<file path="src/rtl/bss_defines.svh">
// bss_defines.svh: register offsets, field positions, reset values and codes for the boot source select block
// assumes inclusion by bare name from the package and the modules
`ifndef BSS_DEFINES_SVH
`define BSS_DEFINES_SVH

`define BSS_OFF_CMD      12'h000
`define BSS_OFF_STAT     12'h004
`define BSS_OFF_MAP      12'h008
`define BSS_CMD_KEY_POS  24
`define BSS_CMD_KEY      8'h5a
`define BSS_CMD_OP_POS   8
`define BSS_CMD_IDX_POS  0
`define BSS_OP_SET       8'h01
`define BSS_OP_CLR       8'h02
`define BSS_NV_BITS      3
`define BSS_NV_RST       3'h0
`define BSS_BIT_SECURE   0
`define BSS_BIT_BOOT     1
`define BSS_BOOT_ADDR    32'h0000_0000
`define BSS_STAT_BAD_POS 8
`define BSS_STAT_FFP_POS 16
`define BSS_STAT_BOOT_POS 17
`define BSS_RESP_OKAY    2'h0
`define BSS_RESP_SLVERR  2'h2

`endif

</file>
<file path="src/rtl/bss_pkg.sv">
// bss_pkg: types shared by the boot source select modules
// assumes bss_defines.svh is on the include path
`include "bss_defines.svh"
package bss_pkg;
    typedef enum logic [1:0] {
        BSS_OP_NONE = 2'b00,
        BSS_OP_SET_BIT = 2'b01,
        BSS_OP_CLR_BIT = 2'b10
    } bss_op_t;

    typedef enum logic {
        BSS_SRC_ROM   = 1'b0,
        BSS_SRC_FLASH = 1'b1
    } bss_src_t;

    typedef logic [`BSS_NV_BITS-1:0] bss_nv_t;
endpackage

</file>
<file path="src/rtl/bss_top.sv">
// bss_top: boot source selection with nv configuration bits behind an axi4-lite slave
// assumes one clock, synchronous straps, and that the fast-programming command engine sits outside
`timescale 1ns/10ps
`include "bss_defines.svh"

// Overview of operation
// - three nv configuration bits are each set or cleared by a command word through the flash controller interface.
// - every reset starts fetch at address zero, whose contents depend on the boot selection bit.
// - nv bit 1 set maps flash at address zero, clear maps rom there.
// - the erase pin clears nv bit 1 so the next boot comes from rom.
// - the rom boot program sits at address zero whenever nv bit 1 read zero at the one sample taken after the last reset release.
// - rom is the default boot source; flash boot needs the bit set explicitly.
// - test strap and port a lines 0 and 1 all low enable the fast programming port and mode.
// - in fast programming mode the read, program, erase, full erase, lock, unlock and protect commands are accepted on serial or parallel port.
//   here only the fast_flash_prog_port enable is driven; the engine that accepts those commands sits outside.
module bss_top
    import bss_pkg::*;
(
    input  wire logic        aclk,              // 20 MHz clock
    input  wire logic        aresetn,           // synchronous reset, active low
    input  wire logic [11:0] s_axi_awaddr,      // write address
    input  wire logic        s_axi_awvalid,     // write address valid
    output logic             s_axi_awready,     // write address ready
    input  wire logic [31:0] s_axi_wdata,       // write data
    input  wire logic [3:0]  s_axi_wstrb,       // write strobes
    input  wire logic        s_axi_wvalid,      // write data valid
    output logic             s_axi_wready,      // write data ready
    output logic [1:0]       s_axi_bresp,       // write response
    output logic             s_axi_bvalid,      // write response valid
    input  wire logic        s_axi_bready,      // write response ready
    input  wire logic [11:0] s_axi_araddr,      // read address
    input  wire logic        s_axi_arvalid,     // read address valid
    output logic             s_axi_arready,     // read address ready
    output logic [31:0]      s_axi_rdata,       // read data
    output logic [1:0]       s_axi_rresp,       // read response
    output logic             s_axi_rvalid,      // read data valid
    input  wire logic        s_axi_rready,      // read data ready
    input  wire logic        nv_init_valid,     // power-up load of nv image
    input  wire bss_pkg::bss_nv_t nv_init_bits, // nv image from array
    input  wire logic        erase_pin,         // erase pin, active high
    input  wire logic        test_strap_pin,    // test strap
    input  wire logic        port_a_line_zero,  // strap line 0
    input  wire logic        port_a_line_one,   // strap line 1
    output logic [31:0]      boot_fetch_addr,   // first fetch address after reset
    output logic             boot_from_flash,   // address zero maps flash
    output logic             boot_from_rom,     // address zero maps rom
    output logic             fast_flash_prog_port, // fast programming port enabled
    output logic             security_flag      // nv bit 0
);
    logic     aw_got_r, aw_got_nxt;
    logic     w_got_r, w_got_nxt;
    logic [11:0] aw_addr_r, aw_addr_nxt;
    logic [31:0] w_data_r, w_data_nxt;
    logic [3:0]  w_strb_r, w_strb_nxt;
    logic     bvalid_r, bvalid_nxt;
    logic [1:0] bresp_r, bresp_nxt;
    logic     rvalid_r, rvalid_nxt;
    logic [31:0] rdata_r, rdata_nxt;
    logic [1:0] rresp_r, rresp_nxt;
    logic     awready_r, wready_r, arready_r;
    logic     bad_cmd_r, bad_cmd_nxt;
    logic     flash_r, rom_r, ffp_r, sec_r;
    logic [31:0] fetch_r;

    bss_op_t  op;
    logic [1:0] op_idx;
    bss_nv_t  nv_bits;
    bss_src_t boot_src;
    logic     ffp_mode;
    logic     captured;
    logic     wr_fire;
    logic [7:0] cmd_key, cmd_op, cmd_idx;

    bss_nv_store bss_nv_store_inst (
        .aclk       (aclk),
        .init_valid (nv_init_valid),
        .init_bits  (nv_init_bits),
        .op         (op),
        .op_idx     (op_idx),
        .erase_pin  (erase_pin),
        .nv_bits    (nv_bits)
    );

    bss_boot_latch bss_boot_latch_inst (
        .aclk             (aclk),
        .aresetn          (aresetn),
        .boot_bit         (nv_bits[`BSS_BIT_BOOT]),
        .test_strap_pin   (test_strap_pin),
        .port_a_line_zero (port_a_line_zero),
        .port_a_line_one  (port_a_line_one),
        .boot_src         (boot_src),
        .ffp_mode         (ffp_mode),
        .captured         (captured)
    );

    // write channel: address and data taken in either order, response after both
    assign wr_fire = aw_got_r && w_got_r && !bvalid_r;
    assign cmd_key = w_data_r[`BSS_CMD_KEY_POS +: 8];
    assign cmd_op  = w_data_r[`BSS_CMD_OP_POS +: 8];
    assign cmd_idx = w_data_r[`BSS_CMD_IDX_POS +: 8];

    // a command word needs the key so a stray write cannot flip boot selection
    always_comb begin
        op          = BSS_OP_NONE;
        op_idx      = cmd_idx[1:0];
        bad_cmd_nxt = bad_cmd_r;
        bresp_nxt   = bresp_r;
        if (wr_fire) begin
            bresp_nxt = `BSS_RESP_OKAY;
            if (aw_addr_r[11:2] != 10'(`BSS_OFF_CMD >> 2)) begin
                bresp_nxt = `BSS_RESP_SLVERR;
            end else if (w_strb_r != 4'hf || cmd_key != `BSS_CMD_KEY
                         || cmd_idx >= 8'(`BSS_NV_BITS)) begin
                bad_cmd_nxt = 1'b1;
                bresp_nxt   = `BSS_RESP_SLVERR;
            end else if (cmd_op == `BSS_OP_SET) begin
                op          = BSS_OP_SET_BIT;
                bad_cmd_nxt = 1'b0;
            end else if (cmd_op == `BSS_OP_CLR) begin
                op          = BSS_OP_CLR_BIT;
                bad_cmd_nxt = 1'b0;
            end else begin
                bad_cmd_nxt = 1'b1;
                bresp_nxt   = `BSS_RESP_SLVERR;
            end
        end
    end

    always_comb begin
        aw_got_nxt  = aw_got_r;
        aw_addr_nxt = aw_addr_r;
        w_got_nxt   = w_got_r;
        w_data_nxt  = w_data_r;
        w_strb_nxt  = w_strb_r;
        bvalid_nxt  = bvalid_r;
        if (s_axi_awvalid && awready_r) begin
            aw_got_nxt  = 1'b1;
            aw_addr_nxt = s_axi_awaddr;
        end
        if (s_axi_wvalid && wready_r) begin
            w_got_nxt  = 1'b1;
            w_data_nxt = s_axi_wdata;
            w_strb_nxt = s_axi_wstrb;
        end
        if (wr_fire) begin
            bvalid_nxt = 1'b1;
            aw_got_nxt = 1'b0;
            w_got_nxt  = 1'b0;
        end
        if (bvalid_r && s_axi_bready) begin
            bvalid_nxt = 1'b0;
        end
    end

    // read channel: one read in flight, answer one cycle after the address is taken
    always_comb begin
        rvalid_nxt = rvalid_r;
        rdata_nxt  = rdata_r;
        rresp_nxt  = rresp_r;
        if (s_axi_arvalid && arready_r) begin
            rvalid_nxt = 1'b1;
            rresp_nxt  = `BSS_RESP_OKAY;
            rdata_nxt  = 32'h0000_0000;
            unique case (s_axi_araddr[11:2])
                10'(`BSS_OFF_CMD >> 2): rdata_nxt = 32'h0000_0000;
                10'(`BSS_OFF_STAT >> 2): begin
                    rdata_nxt[`BSS_NV_BITS-1:0]  = nv_bits;
                    rdata_nxt[`BSS_STAT_BAD_POS]  = bad_cmd_r;
                    rdata_nxt[`BSS_STAT_FFP_POS]  = ffp_mode;
                    rdata_nxt[`BSS_STAT_BOOT_POS] = boot_src;
                end
                10'(`BSS_OFF_MAP >> 2): rdata_nxt = fetch_r;
                default: rresp_nxt = `BSS_RESP_SLVERR;
            endcase
        end else if (rvalid_r && s_axi_rready) begin
            rvalid_nxt = 1'b0;
        end
    end

    always_ff @(posedge aclk) begin
        if (!aresetn) begin
            aw_got_r  <= 1'b0;
            aw_addr_r <= 12'h000;
            w_got_r   <= 1'b0;
            w_data_r  <= 32'h0000_0000;
            w_strb_r  <= 4'h0;
            bvalid_r  <= 1'b0;
            bresp_r   <= `BSS_RESP_OKAY;
            rvalid_r  <= 1'b0;
            rdata_r   <= 32'h0000_0000;
            rresp_r   <= `BSS_RESP_OKAY;
            bad_cmd_r <= 1'b0;
            awready_r <= 1'b0;
            wready_r  <= 1'b0;
            arready_r <= 1'b0;
        end else begin
            aw_got_r  <= aw_got_nxt;
            aw_addr_r <= aw_addr_nxt;
            w_got_r   <= w_got_nxt;
            w_data_r  <= w_data_nxt;
            w_strb_r  <= w_strb_nxt;
            bvalid_r  <= bvalid_nxt;
            bresp_r   <= bresp_nxt;
            rvalid_r  <= rvalid_nxt;
            rdata_r   <= rdata_nxt;
            rresp_r   <= rresp_nxt;
            bad_cmd_r <= bad_cmd_nxt;
            // readies stay low while a half is held or a response waits
            awready_r <= !aw_got_nxt && !bvalid_nxt && !(s_axi_awvalid && awready_r);
            wready_r  <= !w_got_nxt && !bvalid_nxt && !(s_axi_wvalid && wready_r);
            arready_r <= !rvalid_nxt && !(s_axi_arvalid && arready_r);
        end
    end

    // mapping outputs register the latched choice; rom until the sample is
    always_ff @(posedge aclk) begin
        if (!aresetn) begin
            flash_r <= 1'b0;
            rom_r   <= 1'b1;
            ffp_r   <= 1'b0;
            sec_r   <= 1'b0;
            fetch_r <= `BSS_BOOT_ADDR;
        end else begin
            flash_r <= captured && boot_src == BSS_SRC_FLASH;
            rom_r   <= !(captured && boot_src == BSS_SRC_FLASH);
            // the command engine itself is outside; this enable gates it
            ffp_r   <= captured && ffp_mode;
            sec_r   <= nv_bits[`BSS_BIT_SECURE];
            fetch_r <= `BSS_BOOT_ADDR;
        end
    end

    assign s_axi_awready   = awready_r;
    assign s_axi_wready    = wready_r;
    assign s_axi_bvalid    = bvalid_r;
    assign s_axi_bresp     = bresp_r;
    assign s_axi_arready   = arready_r;
    assign s_axi_rvalid    = rvalid_r;
    assign s_axi_rdata     = rdata_r;
    assign s_axi_rresp     = rresp_r;
    assign boot_fetch_addr = fetch_r;
    assign boot_from_flash = flash_r;
    assign boot_from_rom   = rom_r;
    assign fast_flash_prog_port = ffp_r;
    assign security_flag   = sec_r;
endmodule

</file>
<file path="src/rtl/bss_nv_store.sv">
// bss_nv_store: the non-volatile configuration bit cells
// assumes the surrounding memory keeps these cells across power; here reset does not touch them
`timescale 1ns/10ps
`include "bss_defines.svh"
module bss_nv_store
    import bss_pkg::*;
(
    input  wire logic             aclk,       // system clock
    input  wire logic             init_valid, // one-cycle load of the whole image at power-up
    input  wire bss_pkg::bss_nv_t init_bits,  // image from the backing array
    input  wire bss_pkg::bss_op_t op,         // set or clear one bit
    input  wire logic [1:0]       op_idx,     // index of the bit
    input  wire logic             erase_pin,  // erase pin level
    output bss_pkg::bss_nv_t      nv_bits     // current bit values
);
    bss_nv_t bits_r;
    bss_nv_t bits_nxt;

    // the cells are not reset: their value survives every reset
    always_comb begin
        bits_nxt = bits_r;
        if (init_valid) begin
            bits_nxt = init_bits;
        end
        for (int i = 0; i < `BSS_NV_BITS; i++) begin
            if (op_idx == i[1:0] && op == BSS_OP_SET_BIT) begin
                bits_nxt[i] = 1'b1;
            end
            if (op_idx == i[1:0] && op == BSS_OP_CLR_BIT) begin
                bits_nxt[i] = 1'b0;
            end
        end
        // erase beats a same-cycle set so the next boot is guaranteed from rom
        if (erase_pin) begin
            bits_nxt[`BSS_BIT_BOOT] = 1'b0;
        end
    end

    always_ff @(posedge aclk) begin
        bits_r <= bits_nxt;
    end

    assign nv_bits = bits_r;
endmodule

</file>
<file path="src/rtl/bss_boot_latch.sv">
// bss_boot_latch: samples boot selection and straps once after reset release
// assumes straps are synchronous to aclk
`timescale 1ns/10ps
module bss_boot_latch
    import bss_pkg::*;
(
    input  wire logic              aclk,        // system clock
    input  wire logic              aresetn,     // synchronous reset, active low
    input  wire logic              boot_bit,    // nv boot selection bit
    input  wire logic              test_strap_pin,   // test strap level
    input  wire logic              port_a_line_zero, // strap line 0
    input  wire logic              port_a_line_one,  // strap line 1
    output bss_pkg::bss_src_t      boot_src,    // held address-zero source
    output logic                   ffp_mode,    // fast programming mode held
    output logic                   captured     // sample taken since reset
);
    bss_src_t src_r, src_nxt;
    logic     ffp_r, ffp_nxt;
    logic     cap_r, cap_nxt;

    // one capture on the first edge after release, then frozen until reset
    always_comb begin
        src_nxt = src_r;
        ffp_nxt = ffp_r;
        cap_nxt = cap_r;
        if (!cap_r) begin
            src_nxt = boot_bit ? BSS_SRC_FLASH : BSS_SRC_ROM;
            ffp_nxt = ~test_strap_pin & ~port_a_line_zero & ~port_a_line_one;
            cap_nxt = 1'b1;
        end
    end

    always_ff @(posedge aclk) begin
        if (!aresetn) begin
            src_r <= BSS_SRC_ROM;
            ffp_r <= 1'b0;
            cap_r <= 1'b0;
        end else begin
            src_r <= src_nxt;
            ffp_r <= ffp_nxt;
            cap_r <= cap_nxt;
        end
    end

    assign boot_src = src_r;
    assign ffp_mode = ffp_r;
    assign captured = cap_r;
endmodule

</file>
<file path="config.mk">
export PLATFORM = sky130hd
export DESIGN_NAME = bss_top
export DESIGN_NICKNAME = d
export VERILOG_FILES = /design/src/rtl/bss_pkg.sv /design/src/rtl/bss_top.sv /design/src/rtl/bss_nv_store.sv /design/src/rtl/bss_boot_latch.sv
export VERILOG_INCLUDE_DIRS = /design/src /design/src/rtl
export SDC_FILE = /design/constraint.sdc
export NUM_CORES = 1
export LEC_CHECK = 0
export BUFFER_PORTS_ARGS = -buffer_cell sky130_fd_sc_hd__buf_2
export CAP_MARGIN = 0
export CORE_MARGIN = 2
export CORE_UTILIZATION = 41
export DETAILED_ROUTE_END_ITERATION = 8
export PLACE_DENSITY_LB_ADDON = 0.1
export SLEW_MARGIN = 20
export SYNTH_ARGS = -nofsm -noshare
export SYNTH_HDL_FRONTEND = slang
export SYNTH_SLANG_ARGS = --single-unit
</file>
<file path="constraint.sdc">
create_clock -name aclk -period 2 [get_ports aclk]
set_input_delay 0.3 -clock aclk [delete_from_list [all_inputs] [get_ports aclk]]
set_output_delay 0.3 -clock aclk [all_outputs]
set_load 0.01 [all_outputs]
</file>
==> results of run 1 <==
[sequential cells by signal, summed over array words and instances (netlist names), 3 cells and up]
signal                     flops
bss_nv_store_inst.nv_bits      3
w_data_r                      24
s_axi_rdata                    6
w_strb_r                       4
aw_addr_r                     10
[layer usage]
metal | track usage (%) | vias to the layer above
met4 | 7.438 | 0
met3 | 3.918 | 6
met5 | 0 | -
met2 | 21.64 | 81
li1 | - | 1170
met1 | 18.60 | 976
[placed cells by master, fill, tap and decap left out, drive strengths merged, types with 5 or more instances in the layout]
cell	instances
a21boi	40
dfxtp	64
clkbuf	11
buf	85
nor2	5
nor4	10
nand2	83
a21oi	5
a22oi	6
nor2b	8
conb	60
[metrics by stage]
step / power [mW] / cell area, um^2 / hold slack (ns) / instances / utilization, %
floorplan: 1.672 / 3171 / 0.3277 / 395 / -
global placement: 1.698 / 3232 / 0.4236 / 503 / 47.05
detailed placement: 1.700 / 3232 / 0.4286 / 503 / 47.05
CTS: 2.922 / 3453 / 0.2025 / 519 / 50.27
global route: 3.032 / 3453 / 0.2075 / 519 / 50.27
finish: 2.887 / 3453 / 0.2143 / 519 / 50.27
[worst paths after layout]
kind,startpoint,endpoint,slack (ns),cells after the start
setup / recovery,aw_addr_r[11],bss_nv_store_inst.nv_bits[1],0.30,5
hold / removal,s_axi_awaddr[10],aw_addr_r[10],0.21,3
setup reg to reg,aw_addr_r[11],bss_nv_store_inst.nv_bits[1],0.30,5
hold reg to reg,bss_boot_latch_inst.boot_src,boot_from_rom,0.44,1
[tightest hold or removal path: stages]
cell and delay [ns]:
buf_2 0.09, nand2_1 0.04, a21boi_0 0.06
[kinds of logic (layout without fill, tap and decap cells)]
family	after synthesis	in the layout	share of synthesized area, %
compound gates	60	60	14.64
xor+xnor	1	1	0.2970
buf+inv	76	104	17.31
flops	64	64	43.45
mux	5	5	1.824
other cells	1	60	0.1272
simple gates	129	129	22.36
[power by group]
| group | internal, mW | leakage, nW | switching [mW] |
|---|---|---|---|
| clock network | 0.734 | 0.106 | 0.482 |
| registers | 1.33 | 0.523 | 0.0385 |
| logic | 0.125 | 0.938 | 0.173 |
[final cells by class]
cell class                 count  area [um^2]  area share (%)
clock inverter                 5        80.08           2.319
timing repair buffer          85        440.4           12.75
sequential                    64         1281           37.10
multi-input combinational    255         1379           39.93
tap                           96        120.1           3.478
clock buffer                  11        141.4           4.094
inverter                       3        11.26          0.3261
==> qor.txt, run 1 <==
Status - completed
Peak VDD IR - 0.0003280 V
CTS H-tree depth - 3
Asr flop ratio synth - 0%
Clk sink count - 64
Via Count - 2233
Total CTS buffers - 9
Relative slew margins - 66.21%
Post-synthesis cell count - 336
CTS clock-pin slew for the worst setup and hold paths - 0.07 ns
Die area - 7887 um^2
Number of synthesized flops with an enable pin - 0
Core ar. - 6869 um^2
Final cycle utilization of the critical path - 84.75%
Period minus WS final - 1.695 ns
Layout net count - 493
Met1 Wirelength - 2.642 mm
Post-cts resize count - 0
Root Buffer Master - clkbuf_8
DRC Markers - 0
Fmax - 589.9 MHz
Worst clock skew - 0.004386 ns
Layout area overhead - 17.10%
Power density over the cells - 836.0 nW/um^2
Pin count of the biggest net entering global routing - 34
Die Wd - 88.81 um
HPWL after DPL - 4.207 mm
DP Worst Slack - 0.3251 ns
WL/cell - 10.87 um
Clk_lat worst skew - 0.33 ns
Ys flop type - dfxtp_1
Maximum fanout along the worst path - 4
Synth unique cells - 35
# diodes - 0
Die height - 88.81 um
Top sig layer - met4
Post-route ant nets - 0
Vias/cell - 4.303
Wirelength, routed - 5.641 mm
Avg Inst Size Synth - 8.777 um^2
Num ports - 152
Commonest cells in the netlist - nand2_1 (83), dfxtp_1 (64), buf_4 (60)
Largest stage delay, worst path - 0.38 ns
Setup_tns - 0 ns
Total global routing overflow - 0
Vias in the first global route - 1941
Leak Pwr - 1.566 nW
Max Transition Viols Final - 0
Initial Util - 42.93%
Routed wl met2 - 2.510 mm
Tightest Pin Transition - 0.5068 ns
Setup bufs post-CTS - 0
Hold-fix buffers, CTS - 0
WP buf/inv - 0
Final setup fails - 0
CP Capture Type - register
Netlist Area Pre-Place - 2949 um^2
Wire length on met3 - 402 um
Setup crit start kind - register
Post-synthesis register bit count - 64
RSZ-0062 raised after global routing - false
CTS tree - yes
Antenna violations before repair - 0
Final worst setup slack - 0.3049 ns
Total track usage - 14.30%
Register area share after synthesis - 43.45%
Share of layout cells above drive strength 1 - 26.48%
Most common cell in the netlist - nand2_1
Hold WC Path Type - in -> reg
Largest area contributor in the netlist - dfxtp_1
Synth top area share - 43.45%
Placer Congestion - 0.7364
Cells along the critical path - nor4_1 -> nand4_2 -> nor3_4 -> nand3b_1 -> mux2_1
IO Port Bufs - 79
Synth top area cells - dfxtp_1 (43%), buf_4 (15%), nand2_1 (11%), a21boi_0 (10%), nor2b_1 (1.7%)
Crit-path leading delay family - simple AND/OR/NAND/NOR gates
Initial drt markers - 92
Fillers - 696
Arr. time, crit path - 1.91 ns
Global-route wire length before repair - 8.556 mm
CTS max path bufs - 2
Ys Warns - 0
Final-report hold violation count - 0
Kind of critical path - reg -> reg
DRT Pass-1 Iters - 3
Max Cap Viol - 0
Slowest stage cell, crit path - nor4_1
FP Rows - 30
Worst Path Required - 2.22 ns
Power figures use the tool's default switching activity.
==> run 2: changes to the inputs <==
==> constraint.sdc (replaced) <==
create_clock -name aclk -period 1.5 [get_ports aclk]
set_input_delay 0.225 -clock aclk [delete_from_list [all_inputs] [get_ports aclk]]
set_output_delay 0.225 -clock aclk [all_outputs]
set_load 0.01 [all_outputs]
==> run 2 against run 1 <==
Against the previous run:
- the flow now finishes with violations (setup timing)
- final area rose by 3.4%
- worst setup slack got worse by 0.37 ns
- register-to-register slack got worse by 0.37 ns
- sequential cell count did not move
- first-iteration DRC count fell by 13%
- sequential power rose by 34%
- largest power group unchanged
- via count rose by 3.9%
- critical endpoint unchanged
- fmax rose by 8.3%
- routed wire length rose by 3.0%
==> qor.txt, run 2 (synthesis gave the netlist of run 1 again) <==
CP Capture Type - register
FF+latch area - 1285 um^2
Vias in the first global route - 2018
Clk_lat worst skew - 0.34 ns
Period minus WS final - 1.565 ns
Final setup fails - 1
Clk sink count - 64
Die height - 88.81 um
Total CTS buffers - 9
CTS H-tree depth - 3
DRC Markers - 0
Worst Path Required - 1.73 ns
Final cycle utilization of the critical path - 104.3%
Final worst setup slack - -0.06491 ns
Fmax - 639.0 MHz
CTS max path bufs - 2
IO Port Bufs - 79
Most frequent cells in the layout - nand2_1 (83), buf_2 (79), dfxtp_1 (61)
Global-route wire length before repair - 8.873 mm
Root Buffer Master - clkbuf_8
GR Util met3 - 6.157%
Worst clock skew - 0.004846 ns
Arr. time, crit path - 1.80 ns
Max Cap Viol - 0
Die Wd - 88.81 um
Hold WC Path Type - in -> reg
Status - complete, but fails checks
Final Hold Slack - 0.1233 ns
DRT Pass-1 Iters - 4
Max reg flops - 24
Hold-fix buffers, CTS - 0
Total track usage - 14.90%
CTS clock-pin slew for the worst setup and hold paths - 0.07 ns
Top Usage Layer GRT - met2
Die area - 7887 um^2
WL/cell - 11.07 um
Core ar. - 6869 um^2
Share of layout cells above drive strength 1 - 29.60%
Layout area overhead - 21.13%
Layout net count - 499
Area of the multi-input gates - 1449 um^2
Via Count - 2319
Fillers - 683
Antenna violations before repair - 0
Maximum fanout along the worst path - 3
Area post-placement - 3269 um^2
Max Transition Viols Final - 0
Failing checks - setup timing
Leak Pwr - 1.613 nW
Commonest non-fill, non-tap cell in the layout - nand2_1
Post-route ant nets - 0
Num ports - 152
Fin area - 3572 um^2
Grt met2 use - 24.36%
Placer Congestion - 0.7244
Kind of critical path - reg -> reg
Wirelength, routed - 5.812 mm
Final-report hold violation count - 0
FP Rows - 30
Most flops, register - w_data_r
Setup crit start kind - register
Vias/cell - 4.417
RSZ-0062 raised after global routing - true
# diodes - 0
CTS tree - yes
Power density over the cells - 1092 nW/um^2
Initial drt markers - 80
HPWL after DPL - 4.313 mm
GR Util met1 - 17.56%
Peak VDD IR - 0.0005587 V
Pin count of the biggest net entering global routing - 29
Initial Util - 42.93%
Total global routing overflow - 0
[run 2: report_power, final]
| group | switching (mW) | internal [mW] | total, mW |
|---|---|---|---|
| Clock | 0.655 | 0.978 | 1.63 |
| Sequential | 0.0607 | 1.78 | 1.84 |
| Combinational | 0.237 | 0.189 | 0.426 |
[run 2: worst max-delay path: stages, from the launching register on]
cell      delay, ns
dfxtp_1        0.34
nor4_4         0.29
nand4_2        0.19
nor3_4         0.23
nand3b_1       0.12
mux2_4         0.30
[run 2: stage by stage]
step	instances	util, %	setup TNS [ns]	total power [mW]	setup slack, ns
after floorplan	395	-	-0.006740	2.230	-0.006740
after global placement	508	47.60	-0.1480	2.273	-0.1091
after detailed placement	508	47.60	-0.2005	2.279	-0.1262
after CTS	524	50.91	-0.09786	3.916	-0.07192
after global routing	525	52.00	-0.3116	4.082	-0.1170
final	525	52.00	-0.06491	3.900	-0.06491
[run 2: final cells by class]
| type | instances | share of cell area [%] |
|---|---|---|
| multi-input combinational | 255 | 40.56 |
| tap | 96 | 3.363 |
| timing repair buffer | 91 | 13.59 |
| clock inverter | 5 | 2.242 |
| sequential | 64 | 35.97 |
| inverter | 3 | 0.3152 |
| clock buffer | 11 | 3.958 |
[run 2: worst paths after layout]
kind | startpoint | to | slack [ns] | cells after the start
setup / recovery | w_data_r[3] | bss_nv_store_inst.nv_bits[1] | -0.06 | 5
hold / removal | s_axi_wdata[8] | w_data_r[8] | 0.12 | 3
setup reg to reg | w_data_r[3] | bss_nv_store_inst.nv_bits[1] | -0.06 | 5
hold reg to reg | bss_boot_latch_inst.boot_src | boot_from_rom | 0.44 | 1
[run 2: timing repair]
action,CTS,global route
setup endpoints to repair,3,3
buffers inserted,0,1
pin swaps,0,4
resized for setup,1,12
[run 2: routing by layer]
| layer | up-vias | share of wire, % | routed length [um] |
|---|---|---|---|
| met1 | 1029 | 46 | 2648 |
| li1 | 1180 | - | - |
| met2 | 101 | 44 | 2581 |
| met5 | - | 0 | 0 |
| met3 | 9 | 8.6 | 499 |
| met4 | 0 | 1.4 | 82 |
==> run 3: changes to the inputs <==
--- a/config.mk
+++ b/config.mk
@@ -8,8 +8,10 @@
 export LEC_CHECK = 0
 export BUFFER_PORTS_ARGS = -buffer_cell sky130_fd_sc_hd__buf_2
 export CAP_MARGIN = 0
+export CELL_PAD_IN_SITES_DETAIL_PLACEMENT = 1
+export CELL_PAD_IN_SITES_GLOBAL_PLACEMENT = 1
 export CORE_MARGIN = 2
-export CORE_UTILIZATION = 41
+export CORE_UTILIZATION = 32
 export DETAILED_ROUTE_END_ITERATION = 8
 export PLACE_DENSITY_LB_ADDON = 0.1
 export SLEW_MARGIN = 20
==> constraint.sdc (replaced) <==
create_clock -name aclk -period 1.7 [get_ports aclk]
set_input_delay 0.255 -clock aclk [delete_from_list [all_inputs] [get_ports aclk]]
set_output_delay 0.255 -clock aclk [all_outputs]
set_load 0.01 [all_outputs]
==> run 3 against run 2 <==
Against the previous run:
- the flow now finishes without violations
- via count up 0.43%
- clock power down 12%
- sequential cell count unchanged
- routed wire length up 11%
- largest cell class unchanged
- critical path depth unchanged
- largest power group unchanged
- worst setup slack better by 0.10 ns
- hold slack better by 0.040 ns
- final cell count up 2.3%
- core utilization down 13 points
- clock skew up 0.00094 ns
- fmax down 5.9%
- count of clock-buffer cells in the layout up 1
==> qor.txt, run 3 (synthesis gave the netlist of run 1 again) <==
Status - completed
Core ar. - 9109 um^2
Hold WC Path Type - in -> reg
Max Cap Viol - 0
CP Capture Type - register
Initial drt markers - 53
Maximum fanout along the worst path - 3
CTS H-tree depth - 3
Clk sink count - 64
Vias/cell - 4.337
Power density over the cells - 971.7 nW/um^2
Wirelength, routed - 6.473 mm
Combinational share of power - 10.8%
Die height - 100 um
Crit-path leading delay family - simple AND/OR/NAND/NOR gates
Final cycle utilization of the critical path - 97.85%
Fmax - 601.2 MHz
Pin count of the biggest net entering global routing - 34
FP Rows - 35
Cells along the critical path - nor4bb_1 -> nand3_2 -> nor3_4 -> nand3b_1 -> mux2_1
Layout net count - 497
Slowest stage cell, crit path - nor4bb_1
Total CTS buffers - 9
HPWL after DPL - 4.894 mm
DRC Markers - 0
WP buf/inv - 0
Max Transition Viols Final - 0
Root Buffer Master - clkbuf_8
Layout area overhead - 19.81%
Setup crit start kind - register
Initial Util - 32.38%
Arr. time, crit path - 1.88 ns
Flop pwr share - 47.2%
Relative slew margins - 65.20%
Kind of critical path - reg -> reg
Peak VDD IR - 0.0004149 V
Worst Path Required - 1.92 ns
Final setup fails - 0
Total track usage - 13.16%
CTS max path bufs - 2
Share of layout cells above drive strength 1 - 27.93%
Commonest non-fill, non-tap cell in the layout - nand2_1
Max reg flops - 24
Placer Congestion - 0.6915
Antenna violations before repair - 0
Power, Total - 3.433 mW
Clk_lat worst skew - 0.33 ns
Int Power - 2.625 mW
CTS clock-pin slew for the worst setup and hold paths - 0.06 ns
Largest stage delay, worst path - 0.38 ns
DRT Pass-1 Iters - 4
Final-report hold violation count - 0
Vias in the first global route - 2209
Via Count - 2329
Sw power - 0.8085 mW
Total global routing overflow - 0
Most frequent cells in the layout - nand2_1 (83), buf_2 (79), dfxtp_1 (62)
Die area - 10000 um^2
Sw Share - 23.55%
Hold-fix buffers, CTS - 0
IO Port Bufs - 79
CTS tree - yes
Post-route ant nets - 0
Worst clock skew - 0.005782 ns
Most flops, register - w_data_r
Die Wd - 100 um
# diodes - 0
Clock network power share - 41.9%
Period minus WS final - 1.663 ns
Setup_tns - 0 ns
Leak Pwr - 1.587 nW
WL/cell - 12.05 um
Tightest Pin Transition - 0.5220 ns
RSZ-0062 raised after global routing - true
Global-route wire length before repair - 10.22 mm
Num ports - 152
## run 3: stage by stage
step                setup WS [ns]  utilization, %  cells  hold slack (ns)  cell area (um^2)
floorplan                  0.1933               -    395           0.2827              3171
CTS                       0.02615           38.35    536           0.1546              3493
global placement          0.05921           35.93    521           0.4229              3273
global route             -0.02729           38.79    537           0.1658              3533
finish                    0.03653           38.79    537           0.1630              3533
detailed placement        0.03867           35.93    521           0.4251              3273
## run 3: final cells by class
type,count,area (um^2)
clock inverter,3,65.06
timing repair buffer,89,470.5
sequential,64,1284
tap,111,138.9
fill,1159,5575
inverter,3,11.26
clock buffer,12,155.1
multi-input combinational,255,1409
## run 3: power groups by stage
stage | sequential [mW] | clock [mW] | combinational, mW
6_report | 1.62 | 1.44 | 0.372
4_1_cts | 1.62 | 1.49 | 0.368
3_3_place_gp | 1.65 | 0 | 0.360
2_1_floorplan | 1.65 | 0 | 0.322
3_5_place_dp | 1.65 | 0 | 0.367
5_1_grt | 1.63 | 1.57 | 0.425
## run 3: per-layer routing
| metal | vias to the layer above | track usage (%) | share of wire (%) |
|---|---|---|---|
| li1 | 1169 | - | - |
| met1 | 1063 | 16.96 | 45 |
| met2 | 89 | 20.95 | 47 |
| met3 | 8 | 3.760 | 6.8 |
| met4 | 0 | 5.058 | 1.3 |
| met5 | - | 0 | 0 |
## run 3: timing repair
item                       4_1_cts  5_1_grt
resized for setup                0        6
setup endpoints to repair        0        3
setup buffers                    0        1
## run 3: final timing paths
| kind | startpoint | cells past startpoint | slack, ns | end |
|---|---|---|---|---|
| max | w_data_r[30] | 5 | 0.04 | bss_nv_store_inst.nv_bits[1] |
| min | s_axi_awaddr[3] | 3 | 0.16 | aw_addr_r[3] |
| max reg2reg | w_data_r[30] | 5 | 0.04 | bss_nv_store_inst.nv_bits[1] |
| min reg2reg | bss_boot_latch_inst.boot_src | 1 | 0.44 | boot_from_rom |
## run 3: worst register-to-register path: stages, from the launching register on
cell and delay [ns]:
dfxtp_1 0.32, nor4bb_1 0.38, nand3_2 0.20, nor3_4 0.22, nand3b_1 0.13, mux2_1 0.32
